==> src/hdl/dpd_map.svh <==
`ifndef DPD_MAP_SVH
`define DPD_MAP_SVH
// register offsets (word index on the plain port)
`define DPD_REG_CTRL      4'h0
`define DPD_REG_STATUS    4'h1
`define DPD_REG_CNT       4'h2
// control field positions
`define DPD_CTRL_ODTOFF   0
`define DPD_CTRL_PARK     1
`define DPD_CTRL_NOM      2
`define DPD_CTRL_RST      8'h00
// timing in clock cycles of the device clock
`define DPD_TCPDED        4
`define DPD_TCKE          3
`define DPD_TXP           5
`define DPD_TMPX_LH       6
`define DPD_WL            9
`define DPD_CNT_W         4
`endif

==> src/hdl/dpd_pkg.sv <==
package dpd_pkg;
  typedef enum logic [4:0] {
    DPD_IDLE  = 5'h01,
    DPD_DEACT = 5'h02,
    DPD_DOWN  = 5'h04,
    DPD_EXIT  = 5'h08,
    DPD_NOPW  = 5'h10
  } dpd_state_e;
  typedef logic [3:0] dpd_cnt_t;
endpackage

==> src/hdl/dpd_tmr_if.sv <==
`timescale 1ns/1ps
interface dpd_tmr_if;
  logic        load;
  logic [3:0]  value;
  logic        done;
  modport owner (output load, output value, input done);
  modport timer (input load, input value, output done);
endinterface

==> src/hdl/dpd_core.sv <==
`timescale 1ns/1ps
`include "dpd_map.svh"
// Notes on behaviour
// - CKE low with DES enters power-down
// - pending row ops finish before low power
// - open banks give active, else precharge mode
// - buffers off except clock, CKE, reset, and ODT unless mode bit set
// - mode bit gates ODT buffer, RTT_NOM
// - park termination stays during power-down
// - receivers off only after tCPDED
// - DLL stays on; exit after tXP
// - reset low forces exit to reset
// - CKE high with DES exits; command tXP later
// - no RTT_NOM for ODT from tANPD on; here only with the mode bit set, cut from CKE low
// - self refresh exit is CKE rise with DES or NOP
module dpd_core
  import dpd_pkg::*;
(
  // clock and reset
  input  wire logic       core_clk,
  input  wire logic       rstn,
  // device pins as sampled
  input  wire logic       cke,
  input  wire logic       cmd_des,
  input  wire logic       cmd_nop,
  input  wire logic       odt,
  input  wire logic       banks_open,
  input  wire logic       op_busy,
  input  wire logic       sr_active,
  // register port
  input  wire logic [3:0] reg_addr,
  input  wire logic [7:0] reg_wdata,
  input  wire logic       reg_wr,
  input  wire logic       reg_rd,
  output logic      [7:0] reg_rdata,
  // device state outputs
  output logic            pd_active,
  output logic            pd_precharge,
  output logic            bufs_on,
  output logic            ca_rx_on,
  output logic            odt_buf_on,
  output logic            rtt_nom_on,
  output logic            rtt_park_on,
  output logic            cmd_ok,
  output logic            nop_window
);
  dpd_state_e  st_q, st_d;
  logic [7:0]  ctrl_q, ctrl_d;
  logic [7:0]  rdata_q, rdata_d;
  logic        cke_q;
  logic        busy_q, busy_d;
  logic        pda_q, pda_d, pdp_q, pdp_d;
  logic        bufs_q, bufs_d, carx_q, carx_d, odtb_q, odtb_d;
  logic        nom_q, nom_d, park_q, park_d, ok_q, ok_d, nopw_q, nopw_d;
  dpd_tmr_if   tm ();

  dpd_timer u_tmr (
    .core_clk (core_clk),
    .rstn     (rstn),
    .t        (tm)
  );

  function automatic logic cmd_clean(input logic des, input logic nop);
    cmd_clean = des | nop;
  endfunction

  // timer loads land on the transition edge, so the count starts with the state
  // state sequencing with timer loads
  always_comb begin
    st_d     = st_q;
    busy_d   = busy_q;
    tm.load  = 1'b0;
    tm.value = 4'h0;
    case (st_q)
      DPD_IDLE: begin
        if (!cke && cke_q && cmd_des) begin
          st_d     = DPD_DEACT;
          busy_d   = op_busy;
          tm.load  = 1'b1;
          tm.value = 4'(`DPD_TCPDED);
        // a nop may stand in for the deselect here
        end else if (sr_active && cke && !cke_q && cmd_clean(cmd_des, cmd_nop)) begin
          st_d     = DPD_NOPW;
          tm.load  = 1'b1;
          tm.value = 4'(`DPD_TMPX_LH);
        end
      end
      DPD_DEACT: begin
        if (tm.done) begin
          st_d = DPD_DOWN;
        end
      end
      DPD_DOWN: begin
        busy_d = busy_q & op_busy;
        // exit on CKE high with DES
        if (cke && cmd_clean(cmd_des, 1'b0)) begin
          st_d     = DPD_EXIT;
          tm.load  = 1'b1;
          tm.value = 4'(`DPD_TXP);
        end
      end
      DPD_EXIT: begin
        if (tm.done) begin
          st_d = DPD_IDLE;
        end
      end
      DPD_NOPW: begin
        if (tm.done) begin
          st_d = DPD_IDLE;
        end
      end
      default: st_d = DPD_IDLE;
    endcase
  end

  // built from st_d so every output flips with the state, not a cycle later
  // pin-facing outputs from next state
  always_comb begin
    bufs_d = !(st_d == DPD_DOWN || st_d == DPD_DEACT);
    carx_d = (st_d != DPD_DOWN);
    pda_d  = (st_d == DPD_DOWN) && !busy_d && banks_open;
    pdp_d  = (st_d == DPD_DOWN) && !busy_d && !banks_open;
    odtb_d = !((st_d == DPD_DOWN) && ctrl_q[`DPD_CTRL_ODTOFF]);
    nom_d  = ctrl_q[`DPD_CTRL_NOM] && odtb_d && odt
             && !(ctrl_q[`DPD_CTRL_ODTOFF] && (st_d != DPD_IDLE || !cke));
    park_d = ctrl_q[`DPD_CTRL_PARK];
    ok_d   = (st_d == DPD_IDLE);
    nopw_d = (st_d == DPD_NOPW);
  end

  // register port decode; unmapped reads return zero
  always_comb begin
    ctrl_d  = ctrl_q;
    rdata_d = 8'h00;
    if (reg_wr && reg_addr == `DPD_REG_CTRL) begin
      ctrl_d = reg_wdata;
    end
    if (reg_rd) begin
      case (reg_addr)
        `DPD_REG_CTRL:   rdata_d = ctrl_q;
        `DPD_REG_STATUS: rdata_d = {3'h0, st_q};
        `DPD_REG_CNT:    rdata_d = {6'h00, pda_q, pdp_q};
        default:         rdata_d = 8'h00;
      endcase
    end
  end

  always_ff @(posedge core_clk or negedge rstn) begin
    if (!rstn) begin
      st_q       <= DPD_IDLE;
      ctrl_q     <= `DPD_CTRL_RST;
      rdata_q    <= 8'h00;
      cke_q      <= 1'b1;  // idle level of cke, no false rising edge
      busy_q     <= 1'b0;
      pda_q      <= 1'b0;
      pdp_q      <= 1'b0;
      bufs_q     <= 1'b1;
      carx_q     <= 1'b1;
      odtb_q     <= 1'b1;
      nom_q      <= 1'b0;
      park_q     <= 1'b0;
      ok_q       <= 1'b1;
      nopw_q     <= 1'b0;
    end else begin
      st_q       <= st_d;
      ctrl_q     <= ctrl_d;
      rdata_q    <= rdata_d;
      cke_q      <= cke;
      busy_q     <= busy_d;
      pda_q      <= pda_d;
      pdp_q      <= pdp_d;
      bufs_q     <= bufs_d;
      carx_q     <= carx_d;
      odtb_q     <= odtb_d;
      nom_q      <= nom_d;
      park_q     <= park_d;
      ok_q       <= ok_d;
      nopw_q     <= nopw_d;
    end
  end

  assign reg_rdata    = rdata_q;
  assign pd_active    = pda_q;
  assign pd_precharge = pdp_q;
  assign bufs_on      = bufs_q;
  assign ca_rx_on     = carx_q;
  assign odt_buf_on   = odtb_q;
  assign rtt_nom_on   = nom_q;
  assign rtt_park_on  = park_q;
  assign cmd_ok       = ok_q;
  assign nop_window   = nopw_q;

  property p_entry;
    @(posedge core_clk) disable iff (!rstn)
      (st_q == DPD_IDLE && !cke && cke_q && cmd_des) |=> (st_q == DPD_DEACT);
  endproperty
  a_entry: assert property (p_entry) else $error("entry not taken");
  property p_cpded;
    @(posedge core_clk) disable iff (!rstn)
      $rose(st_q == DPD_DEACT) |-> ca_rx_on [*4];
  endproperty
  a_cpded: assert property (p_cpded) else $error("receivers off early");
  property p_bufs;
    @(posedge core_clk) disable iff (!rstn)
      (st_q == DPD_DOWN) |-> !bufs_on;
  endproperty
  a_bufs: assert property (p_bufs) else $error("buffers on in power-down");
  property p_mode;
    @(posedge core_clk) disable iff (!rstn)
      !(pd_active && pd_precharge);
  endproperty
  a_mode: assert property (p_mode) else $error("both power-down modes");
  property p_odtb;
    @(posedge core_clk) disable iff (!rstn)
      (st_q == DPD_DOWN && $past(st_q) == DPD_DOWN && ctrl_q[0]) |-> !odt_buf_on;
  endproperty
  a_odtb: assert property (p_odtb) else $error("odt buffer stays on");
  property p_park;
    @(posedge core_clk) disable iff (!rstn)
      (st_q == DPD_DOWN && $stable(ctrl_q)) |-> (rtt_park_on == ctrl_q[1]);
  endproperty
  a_park: assert property (p_park) else $error("park lost");
  property p_txp;
    @(posedge core_clk) disable iff (!rstn)
      $rose(st_q == DPD_EXIT) |-> !cmd_ok ##1 !cmd_ok [*5] ##[1:3] cmd_ok;
  endproperty
  a_txp: assert property (p_txp) else $error("exit latency wrong");
  property p_nopw;
    @(posedge core_clk) disable iff (!rstn)
      $rose(st_q == DPD_NOPW) |-> ##[1:10] !nop_window;
  endproperty
  a_nopw: assert property (p_nopw) else $error("nop window unbounded");
  property p_nom;
    @(posedge core_clk) disable iff (!rstn)
      (st_q == DPD_DOWN && ctrl_q[0]) |=> !rtt_nom_on;
  endproperty
  a_nom: assert property (p_nom) else $error("rtt_nom in disable mode");
  property p_srx;
    @(posedge core_clk) disable iff (!rstn)
      (st_q == DPD_IDLE && sr_active && cke && !cke_q && cmd_clean(cmd_des, cmd_nop)) |=> (st_q == DPD_NOPW);
  endproperty
  a_srx: assert property (p_srx) else $error("self refresh exit missed");
  property p_nopw_len;
    @(posedge core_clk) disable iff (!rstn)
      $rose(st_q == DPD_NOPW) |-> nop_window [*7] ##1 !nop_window;
  endproperty
  a_nopw_len: assert property (p_nopw_len) else $error("nop window length wrong");
  property p_carx;
    @(posedge core_clk) disable iff (!rstn)
      (st_q == DPD_DOWN) |-> !ca_rx_on;
  endproperty
  a_carx: assert property (p_carx) else $error("receivers on in power-down");
  property p_busy;
    @(posedge core_clk) disable iff (!rstn)
      (st_q == DPD_DOWN && busy_q) |-> !(pd_active || pd_precharge);
  endproperty
  a_busy: assert property (p_busy) else $error("mode shown while op pending");
  property p_exit;
    @(posedge core_clk) disable iff (!rstn)
      (st_q == DPD_DOWN && cke && cmd_des) |=> (st_q == DPD_EXIT);
  endproperty
  a_exit: assert property (p_exit) else $error("exit not taken");
  property p_cmdok;
    @(posedge core_clk) disable iff (!rstn)
      (st_q != DPD_IDLE) |-> !cmd_ok;
  endproperty
  a_cmdok: assert property (p_cmdok) else $error("command allowed too early");
endmodule

==> src/hdl/dpd_timer.sv <==
`timescale 1ns/1ps
module dpd_timer
  import dpd_pkg::*;
(
  // clock and reset
  input wire logic core_clk,
  input wire logic rstn,
  // control
  dpd_tmr_if.timer t
);
  dpd_cnt_t cnt_q;
  dpd_cnt_t cnt_d;
  // count down to zero after a load
  always_comb begin
    cnt_d = cnt_q;
    if (t.load) begin
      cnt_d = t.value;
    end else if (cnt_q != 4'h0) begin
      cnt_d = cnt_q - 4'h1;
    end
  end
  always_ff @(posedge core_clk or negedge rstn) begin
    if (!rstn) begin
      cnt_q <= 4'h0;
    end else begin
      cnt_q <= cnt_d;
    end
  end
  assign t.done = (cnt_q == 4'h0) && !t.load;
endmodule

==> config.mk <==
export PLATFORM = sky130hd
export DESIGN_NAME = dpd_core
export DESIGN_NICKNAME = d
export VERILOG_FILES = /design/src/hdl/dpd_pkg.sv /design/src/hdl/dpd_tmr_if.sv /design/src/hdl/dpd_core.sv /design/src/hdl/dpd_timer.sv
export VERILOG_INCLUDE_DIRS = /design/src /design/src/hdl
export SDC_FILE = /design/constraint.sdc
export NUM_CORES = 1
export LEC_CHECK = 0
export ABC_AREA = 1
export BUFFER_PORTS_ARGS = -buffer_cell sky130_fd_sc_hd__buf_2
export CAP_MARGIN = 25
export CORE_ASPECT_RATIO = 0.7
export CORE_MARGIN = 4
export CORE_UTILIZATION = 47
export DETAILED_ROUTE_END_ITERATION = 16
export PLACE_DENSITY = 0.74
export SLEW_MARGIN = 10
export SYNTH_ARGS = -nofsm -noshare
export SYNTH_HDL_FRONTEND = slang
export SYNTH_SLANG_ARGS = --single-unit
==> constraint.sdc <==
create_clock -name core_clk -period 1.6 [get_ports core_clk]
set_clock_uncertainty 0.05 [all_clocks]
set_input_delay 0.32 -clock core_clk [delete_from_list [all_inputs] [get_ports core_clk]]
set_output_delay 0.32 -clock core_clk [all_outputs]
set_load 0.05 [all_outputs]
# After elaboration in Yosys (flattened, before gate mapping)
# Cells that the tools add are included.
[totals]
output_inout_bits = 17
inputBits = 23
elab_cells = 82
ff_bits = 36
[classes]
mux = 20
reduce_logical = 31
n_addsub = 1
eq_ne = 13
bitwise = 2
[ops]
columns = ["operator", "count"]
rows = [
  ["$mux W5", 5],
  ["$pmux W8 S3", 1],
  ["$pmux W5 S4", 1],
  ["$logic_and A1 B1 Y1", 16],
  ["$eq A5 B1 Y1 const B", 2],
  ["$eq A5 B2 Y1 const B", 2],
  ["$eq A5 B3 Y1 const B", 2],
  ["$eq A5 B5 Y1 const B", 2],
  ["$mux W3", 3],
  ["$logic_not A1 Y1", 8],
  ["$logic_not A4 Y1", 2],
  ["$mux W4", 2],
  ["$mux W8", 1],
  ["$pmux W3 S2", 1],
  ["$eq A5 B4 Y1 const B", 1],
  ["$ne A5 B1 Y1 const B", 1],
  ["$ne A5 B3 Y1 const B", 1],
  ["$eq A4 B1 Y1 const B", 1],
  ["$eq A4 B2 Y1 const B", 1],
  ["$mux W1", 4],
  ["$pmux W1 S2", 2],
  ["$reduce_bool A4 Y1", 1],
  ["$sub A4 B1 Y4 const B", 1],
  ["$logic_or A1 B1 Y1", 2],
  ["4 further kinds", 4],
]

# Longest topological paths before layout
# Gate-level depths: netlist (run 1).
[depth]
word_depth = 16
depth_mapped = 10
mapped_depth_nobuf = 10

# Cells and area by module
# From an unflattened synthesis (run 1), not the netlist that was laid out.
[unflattened]
cells_unflattened = 183
area_unflattened_um2 = 1652.8
[by_module_without_submodules]
columns = ["module", "n_inst", "cells_per_inst", "area_per_inst_um2", "seq_area_each_um2"]
rows = [
  ["dpd_core", 1, 147, 1377.6, 808.3],
  ["dpd_timer", 1, 36, 275.3, 100.1],
]

# Worst setup path after synthesis (run 1)
# Ideal clock, no wire load.
[synth_timing]
kind = "reg2reg"
start = "reg u_tmr.cnt_q[0]"
end = "reg pda_q, in the netlist pd_active"
t_required_ns = 1.479
period_less_slack_ns = 1.552
stages_incl_launch_ff = 10
n_path_buf = 0
setup_time_ns = 0.071
slack_ns = 0.048
arrival_ns = 1.431
cell_sequence = "dfrtp_1 > inv_1 > ha_1 > inv_1 > or2_1 > nor2_2 > nand3_4 > o21ai_4 > nand2_1 > nor2_1"
[synth_via]
elab_chain_len = 7
elab_cells_between_ends = 8
cone_classes = "1 x eq/ne; 3 x mux; 4 x reduce/logical"
[synth_lines]
columns = ["element", "line_no", "rtl"]
rows = [
  ["start, declared", "dpd_timer.sv:11", "dpd_cnt_t cnt_q;"],
  ["start signal, assigned", "dpd_timer.sv:26", "cnt_q <= cnt_d;"],
  ["$logic_not A4 Y1 *", "dpd_timer.sv:29", "assign t.done = (cnt_q == 4'h0) && !t.load;"],
  ["$logic_and A1 B1 Y1 *", "dpd_timer.sv:29", ""],
  ["$mux W5, on equally long branches", "dpd_core.sv:103, dpd_core.sv:108, dpd_core.sv:89", ""],
  ["$pmux W5 S4 *", "dpd_core.sv:74", "case (st_q)"],
  ["via st_d[2]", "dpd_core.sv:47", "dpd_state_e st_q, st_d;"],
  ["$eq A5 B3 Y1 *", "dpd_core.sv:121", "pda_d = (st_d == DPD_DOWN) && !busy_d && banks_open;"],
  ["$logic_and A1 B1 Y1 * (2 in a row)", "dpd_core.sv:121", ""],
  ["via pda_d", "dpd_core.sv:52", "logic pda_q, pda_d, pdp_q, pdp_d;"],
  ["end signal, assigned", "dpd_core.sv:170", "pda_q <= pda_d;"],
  ["end, declared", "dpd_core.sv:52", ""],
]
# The timed path passes the listed nets; every way through them passes the cells marked *.
# A chain may end at the register's enable or synchronous reset.

# Final worst setup path (run 1)
[layout_timing]
start = "reg u_tmr.cnt_q[0]"
end = "reg bufs_q, in the netlist bufs_on"
[layout_via]
elab_chain_len = 7
elab_cells_between_ends = 9
cone_classes = "2 x eq/ne; 3 x mux; 4 x reduce/logical"
[layout_lines]
columns = ["element", "line_no", "rtl"]
rows = [
  ["$logic_not A4 Y1 *", "dpd_timer.sv:29", ""],
  ["$logic_and A1 B1 Y1 *", "dpd_timer.sv:29", ""],
  ["$mux W5, on equally long branches", "dpd_core.sv:103, dpd_core.sv:108, dpd_core.sv:89", ""],
  ["$pmux W5 S4 *", "dpd_core.sv:74", ""],
  ["via st_d[2]", "dpd_core.sv:47", ""],
  ["$eq A5 B3 Y1 / $eq A5 B2 Y1 (equally long branches)", "dpd_core.sv:119", "bufs_d = !(st_d == DPD_DOWN || st_d == DPD_DEACT);"],
  ["$logic_or A1 B1 Y1 *", "dpd_core.sv:119", ""],
  ["$logic_not A1 Y1 *", "dpd_core.sv:119", ""],
  ["via bufs_d", "dpd_core.sv:53", "logic bufs_q, bufs_d, carx_q, carx_d, odtb_q, odtb_d;"],
  ["end signal, assigned", "dpd_core.sv:172", "bufs_q <= bufs_d;"],
  ["end, declared", "dpd_core.sv:53", ""],
]
# Marks and branches as above.

==> metrics.md, run 1 <==
| Metric | Value |
|---|---|
| Outcome | `finished with violations` |
| Failing checks | `setup timing` |
| First-pass GRT wire length | `5710 um` |
| DP HPWL | `2540 um` |
| FF+latch count, synth | `36` |
| DRT Pass-1 Iters | `4` |
| Vias in the first global route | `1233` |
| PwrDens | `1410 nW/um2` |
| WL final | `3470 um` |
| Top FF cell, synth | `dfrtp_1` |
| CP Class | `flip-flop to flip-flop` |
| EDFF count, synth | `0` |
| Clock root cell | `clkbuf_8` |
| Drt initial violations | `84` |
| Setup crit end kind | `flip-flop` |
| Clock Path Buffers | `2` |
| Final nets | `265` |
| Grt ovf | `0` |
| P&R area growth vs syn | `32.3%` |
| M1 GR Usage | `24.6%` |
| CP max FO | `5` |
| Final setup viols | `6` |
| I/O pins | `40` |
| RSZ-0062 raised after global routing | `true` |
| Synth area leader | `dfrtp_1` |
| Top post-synthesis cells by area | `dfrtp_1 (46%), dfstp_2 (9.6%), nand2_1 (9.1%)` |
| Largest net degree at the start of global routing | `22` |
| CTS Buf Count | `5` |
| Warnings from Yosys | `0` |
| Max Slew Vio Count | `0` |
| Reg power frac | `38.7%` |
| Die height | `57.5 um` |
| Slew margin rel. | `75.8%` |
| Initial Utilization | `50.5%` |
| Die W | `78.7 um` |
| Layout cells sized above 1 | `40.5%` |
| Final setup margin | `-0.0329 ns` |
| Vias | `1338` |
| Synth Instances | `180` |
| Core ar. | `3250 um2` |
| Placed Area | `1940 um2` |
| Max frequency | `612 MHz` |
| Grt met3 use | `5.36%` |
| Drt drc | `0` |
| Hold Path Stages | `1` |
| Met2 Usage GRT | `22.6%` |
| Syn nets | `204` |
| Top cell type's share of synthesized area | `45.7%` |
| Total clock sinks | `36` |
| Psw | `1050 uW` |
| Final hold violations | `0` |
| Final ANT Viol Nets | `0` |
| Clk slew on worst S/H paths | `0.07 ns` |
| RD Place Congestion | `0.844` |
| Combinational share of power | `35.6%` |
| Worst skew pair latency | `0.28 ns` |
| Leakage power | `0.00121 uW` |
| Startpoint Class | `flip-flop` |
| Mapped Area | `1640 um2` |
| Critical path required time | `1.77 ns` |
| Synth cell types | `30` |
| Die area | `4520 um2` |
| Multi-input gate area | `636 um2` |
| Row count | `17` |
| Hold Crit Class | `input pin to flip-flop` |
| I/O Buffers | `39` |
| Post-route cell area | `2170 um2` |
| CTS tree | `yes` |
| Worst r2r path cells | `9` |
| Initial antenna violation count | `0` |
| H-tree depth | `2` |
| Worst slew pin tran | `0.363 ns` |
| Clock power share | `25.8%` |
| Final period util | `102%` |
| WL/cell | `12.0 um` |
| Crit path arrival time | `1.80 ns` |
| Async set-reset flop share out of synthesis | `100%` |
| Fillers | `269` |
| Post-layout min period | `1.63 ns` |
| Internal | `2010 uW` |
| Busiest layer in global routing | `met1` |
| Switching share of total power | `34.4%` |
| Post-synthesis sequential area ratio | `55.3%` |
| Total GRT Usage | `16.5%` |
| Avg Cell Area, Syn | `9.13 um2` |
| Register area | `908 um2` |
| Post-place setup slack | `-0.0947 ns` |
| Max_cap viols | `0` |
| Vias per cell | `4.63` |
| VDD IR max | `780 uV` |
| Antenna Cells | `0` |
-- Yosys cell counts (3+ instances only) --
cell	n
nand3_1	8
inv_2	4
dfrtp_1	30
nand2_1	40
dfstp_2	6
inv_1	28
nand2_2	4
nor2_1	20
nor2_2	3
o21ai_1	4
a21oi_1	8
-- repair_timing --
item,4_1_cts,5_1_grt
setup endpoints to repair,7,13
buffers inserted,8,2
hold buffers,1,0
pin swaps,5,5
endpoints found under the hold margin,11,0
gates resized for setup,10,3
-- sequential cells by signal (all words and copies together) (netlist names) --
signal        count
cmd_ok            1
pd_precharge      1
pd_active         1
cke_q             1
ctrl_q            8
ca_rx_on          1
st_q              5
nop_window        1
reg_rdata         8
bufs_on           1
rtt_nom_on        1
rtt_park_on       1
u_tmr.cnt_q       4
odt_buf_on        1
busy_q            1
-- layout by cell type, fill, tap and decap left out, drive strengths merged --
cell         count
a21oi            8
a41oi            1
buf             54
bufinv           1
clkbuf           5
clkinv           1
clkinvlp         1
dfrtp           30
dfstp            6
dlygate4sd3      1
ha               1
inv             32
mux2             4
nand2           45
nand3           11
nand4            3
nor2            25
nor3             1
o21ai            6
o21bai           1
o221ai           2
o22ai            1
or2              1
xor2             1
-- power groups by stage --
| stage | sequential, uW | clock, uW | combinational (uW) |
|---|---|---|---|
| floorplan | 1300 | 0 | 511 |
| global placement | 1190 | 0 | 839 |
| detailed placement | 1190 | 0 | 851 |
| CTS | 1180 | 797 | 1010 |
| global route | 1200 | 844 | 1200 |
| finish | 1180 | 789 | 1090 |
-- through the flow --
stage / TNS, ns / utilization, % / cells / hold WS, ns / power [uW]
3_3_place_gp: -0.0345 / 59.7 / 270 / 0.206 / 2030
2_1_floorplan: 0 / - / 180 / -0.0256 / 1810
5_1_grt: -0.954 / 66.8 / 289 / 0.122 / 3250
3_5_place_dp: -0.312 / 59.7 / 270 / 0.209 / 2040
6_report: -0.109 / 66.8 / 289 / 0.127 / 3060
4_1_cts: -0.177 / 66.2 / 287 / 0.122 / 2990
-- metal layers --
metal	vias up	wire, um
met4	0	27
met2	30	1520
met3	5	196
met5	-	0
met1	618	1730
li1	685	-
-- kinds of logic (layout without fill, tap and decap cells) --
family | Yosys count | count (layout) | synth area share (%)
simple gates | 86 | 86 | 25.3
flops | 36 | 36 | 55.3
buf+inv | 33 | 95 | 7.61
compound gates | 19 | 19 | 7.76
mux | 4 | 4 | 2.74
fa+ha+maj | 1 | 1 | 0.761
xor+xnor | 1 | 1 | 0.533
-- area by class of cell --
cell class / count / share of cell area, %
flip-flops and latches: 36 / 41.8
well taps: 47 / 2.70
repair buffers: 55 / 15.5
multi-input cells: 111 / 29.2
clock inverters: 3 / 1.96
inverters: 32 / 5.64
clock buffers: 5 / 3.16
-- path summary, 6_finish.rpt --
path	start	to	slack (ns)
setup reg to reg	u_tmr.cnt_q[0]	bufs_on	-0.03
setup / recovery	u_tmr.cnt_q[0]	bufs_on	-0.03
min in group asynchronous	rstn	busy_q	0.42
hold / removal	cke	cke_q	0.13
max in group asynchronous	rstn	cmd_ok	0.58
hold reg to reg	ctrl_q[1]	rtt_park_on	0.35
-- worst max-delay path, cell delays in order, from the launching register on --
cell and delay, ns:
dfrtp_1 0.39, inv_2 0.08, ha_4 0.13, inv_2 0.03, or2_4 0.23, nor2_4 0.13
nand3_4 0.16, o21ai_4 0.20, buf_6 0.13, nor2_2 0.03
No activity file was read; power rests on OpenSTA's default activity.
==> run 2: changes to the inputs <==
--- a/config.mk
+++ b/config.mk
@@ -7,7 +7,7 @@
 export NUM_CORES = 1
 export LEC_CHECK = 0
 export ABC_AREA = 1
-export BUFFER_PORTS_ARGS = -buffer_cell sky130_fd_sc_hd__buf_2
+export BUFFER_PORTS_ARGS = -buffer_cell sky130_fd_sc_hd__clkbuf_2
 export CAP_MARGIN = 25
 export CORE_ASPECT_RATIO = 0.7
 export CORE_MARGIN = 4
==> run 2 against run 1 <==
Net effect: the run still ends with setup timing left; worst setup slack worse by 0.014 ns; global-route usage down 1.5 points; sequential share of layout area up 0.68 points; sequential power about the same; power up 4.8%; cell area down 1.6%; fmax down 0.84%; clock power up 38%; clock-buffer cell count unchanged; routed wire length down 7.8%; largest cell class unchanged; register-to-register slack about the same.
==> metrics.md, run 2 (synthesis results as in run 1) <==
| Metric | Value |
|---|---|
| Outcome | `finished with violations` |
| Failing checks | `setup timing` |
| WL final | `3200 um` |
| Critical path required time | `1.76 ns` |
| Final setup viols | `3` |
| Crit path arrival time | `1.81 ns` |
| Drt initial violations | `62` |
| Antenna Cells | `0` |
| Slowest stage delay, CP | `0.39 ns` |
| Final hold violations | `0` |
| Total clock sinks | `36` |
| First-pass GRT wire length | `5290 um` |
| Startpoint Class | `flip-flop` |
| Fillers | `268` |
| Row count | `17` |
| Drt drc | `0` |
| Crit path buf inv count | `3` |
| DP HPWL | `2430 um` |
| M1 GR Usage | `22.7%` |
| WL/cell | `11.4 um` |
| Clock Path Buffers | `2` |
| Reg2reg start | `u_tmr.cnt_q[0]` |
| Initial antenna violation count | `0` |
| Clk slew on worst S/H paths | `0.07 ns` |
| Flop-to-flop setup slack | `-0.05 ns` |
| Total GRT Usage | `15.0%` |
| RD Place Congestion | `0.849` |
| Post-layout min period | `1.65 ns` |
| Layout cells sized above 1 | `38.9%` |
| Final period util | `103%` |
| CP Class | `flip-flop to flip-flop` |
| Max frequency | `607 MHz` |
| CTS tree | `yes` |
| Grt ovf | `0` |
| H-tree depth | `2` |
| Clock root cell | `clkbuf_8` |
| RSZ-0062 raised after global routing | `true` |
| I/O Buffers | `39` |
| Die height | `57.5 um` |
| Most frequent cells in the layout | `clkbuf_2 (39), nand2_1 (38), dfrtp_1 (30)` |
| Busiest layer in global routing | `met1` |
| P&R area growth vs syn | `30.1%` |
| Vias | `1310` |
| Met2 Usage GRT | `20.2%` |
| Multi-input gate area | `638 um2` |
| Initial Utilization | `50.5%` |
| Post-place setup slack | `-0.0655 ns` |
| Largest net degree at the start of global routing | `37` |
| Final setup margin | `-0.0467 ns` |
| CP max-delay cell | `dfrtp_1` |
| Slew margin rel. | `71.3%` |
| Most used cell, CP | `inv_2` |
| Die W | `78.7 um` |
| Final ANT Viol Nets | `0` |
| Hold Crit Class | `input pin to asynchronous set/reset pin` |
| Vias per cell | `4.66` |
| Vias in the first global route | `1164` |
| Final nets | `257` |
| Max Slew Vio Count | `0` |
| I/O pins | `40` |
| DRT Pass-1 Iters | `4` |
| Delay-heaviest family, CP | `simple AND/OR/NAND/NOR gates` |
| Setup crit end kind | `flip-flop` |
| Die area | `4520 um2` |
| Worst skew pair latency | `0.28 ns` |
| Worst slew pin tran | `0.431 ns` |
| RR Endpoint | `bufs_on` |
| PwrDens | `1500 nW/um2` |
| Leading cell type in the layout, fill and taps excluded | `clkbuf_2` |
| Register area | `908 um2` |
| Core ar. | `3250 um2` |
| Critical-path cell list | `inv_2, ha_4, inv_2, or2_4, nor2_4, nand3_4, o21ai_4, buf_4, nor2_1` |
| Leakage power | `0.00119 uW` |
| Post-route cell area | `2140 um2` |
| CP max FO | `6` |
| Max_cap viols | `0` |
| Grt met3 use | `5.21%` |
| VDD IR max | `850 uV` |
| Placed Area | `1930 um2` |
| CTS Buf Count | `5` |
| Worst r2r path cells | `9` |
-- run 2: cell count changes in the layout (fill, tap and decap cells not counted), sizes merged --
cell | before | now
clkbuf | 5 | 44
clkinvlp | 1 | 0
bufinv | 1 | 3
clkinv | 1 | 0
dlygate4sd3 | 1 | 0
buf | 54 | 8
-- run 2: cell type report --
class | instances | area share, %
Inverter | 32 | 5.61
Multi-Input combinational cell | 111 | 29.8
Clock inverter | 3 | 4.21
Timing Repair Buffer | 47 | 11.9
Sequential cell | 36 | 42.5
Clock buffer | 5 | 3.22
Tap cell | 47 | 2.75
-- run 2: routing by layer --
layer	vias up	wire length [um]	share of wire, %
met5	-	0	0
met4	0	40	1.3
met3	6	145	4.5
met2	27	1330	42
met1	605	1690	53
li1	672	-	-
-- run 2: metrics by stage --
stage                     total power [uW]  instances  utilization (%)  hold WS, ns  TNS (ns)
after global routing                  3380        281             65.7       0.0566    -0.776
after CTS                             3150        278             64.5       0.0268   -0.0534
after floorplan                       1810        180                -      -0.0256         0
after detailed placement              2040        270             59.3        0.329    -0.198
final                                 3210        281             65.7      0.00937   -0.0849
after global placement                2020        270             59.3        0.327   -0.0337
-- run 2: worst max-delay path by stage --
stage / from / end / slack, ns / cells after the start
finish: u_tmr.cnt_q[0] / bufs_on / -0.05 / 9
detailed placement: u_tmr.cnt_q[1] / pd_precharge / -0.07 / 9
CTS: u_tmr.cnt_q[1] / pd_active / -0.03 / 9
global route: u_tmr.cnt_q[0] / pd_precharge / -0.14 / 9
floorplan: u_tmr.cnt_q[0] / pd_active / 0.05 / 9
global placement: u_tmr.cnt_q[1] / pd_precharge / -0.02 / 9
-- run 2: report_power, final --
| group | internal, uW | switching, uW | total (uW) |
|---|---|---|---|
| clock | 780 | 315 | 1090 |
| sequential | 1090 | 93.9 | 1180 |
| combinational | 349 | 581 | 930 |
| total | 2220 | 989 | 3210 |
-- run 2: what timing repair did --
item | 4_1_cts | 5_1_grt
setup endpoints to repair | 5 | 10
gates resized for setup | 3 | 7
buffers inserted | 0 | 3
pin swaps | 1 | 5
hold buffers | 0 | 0
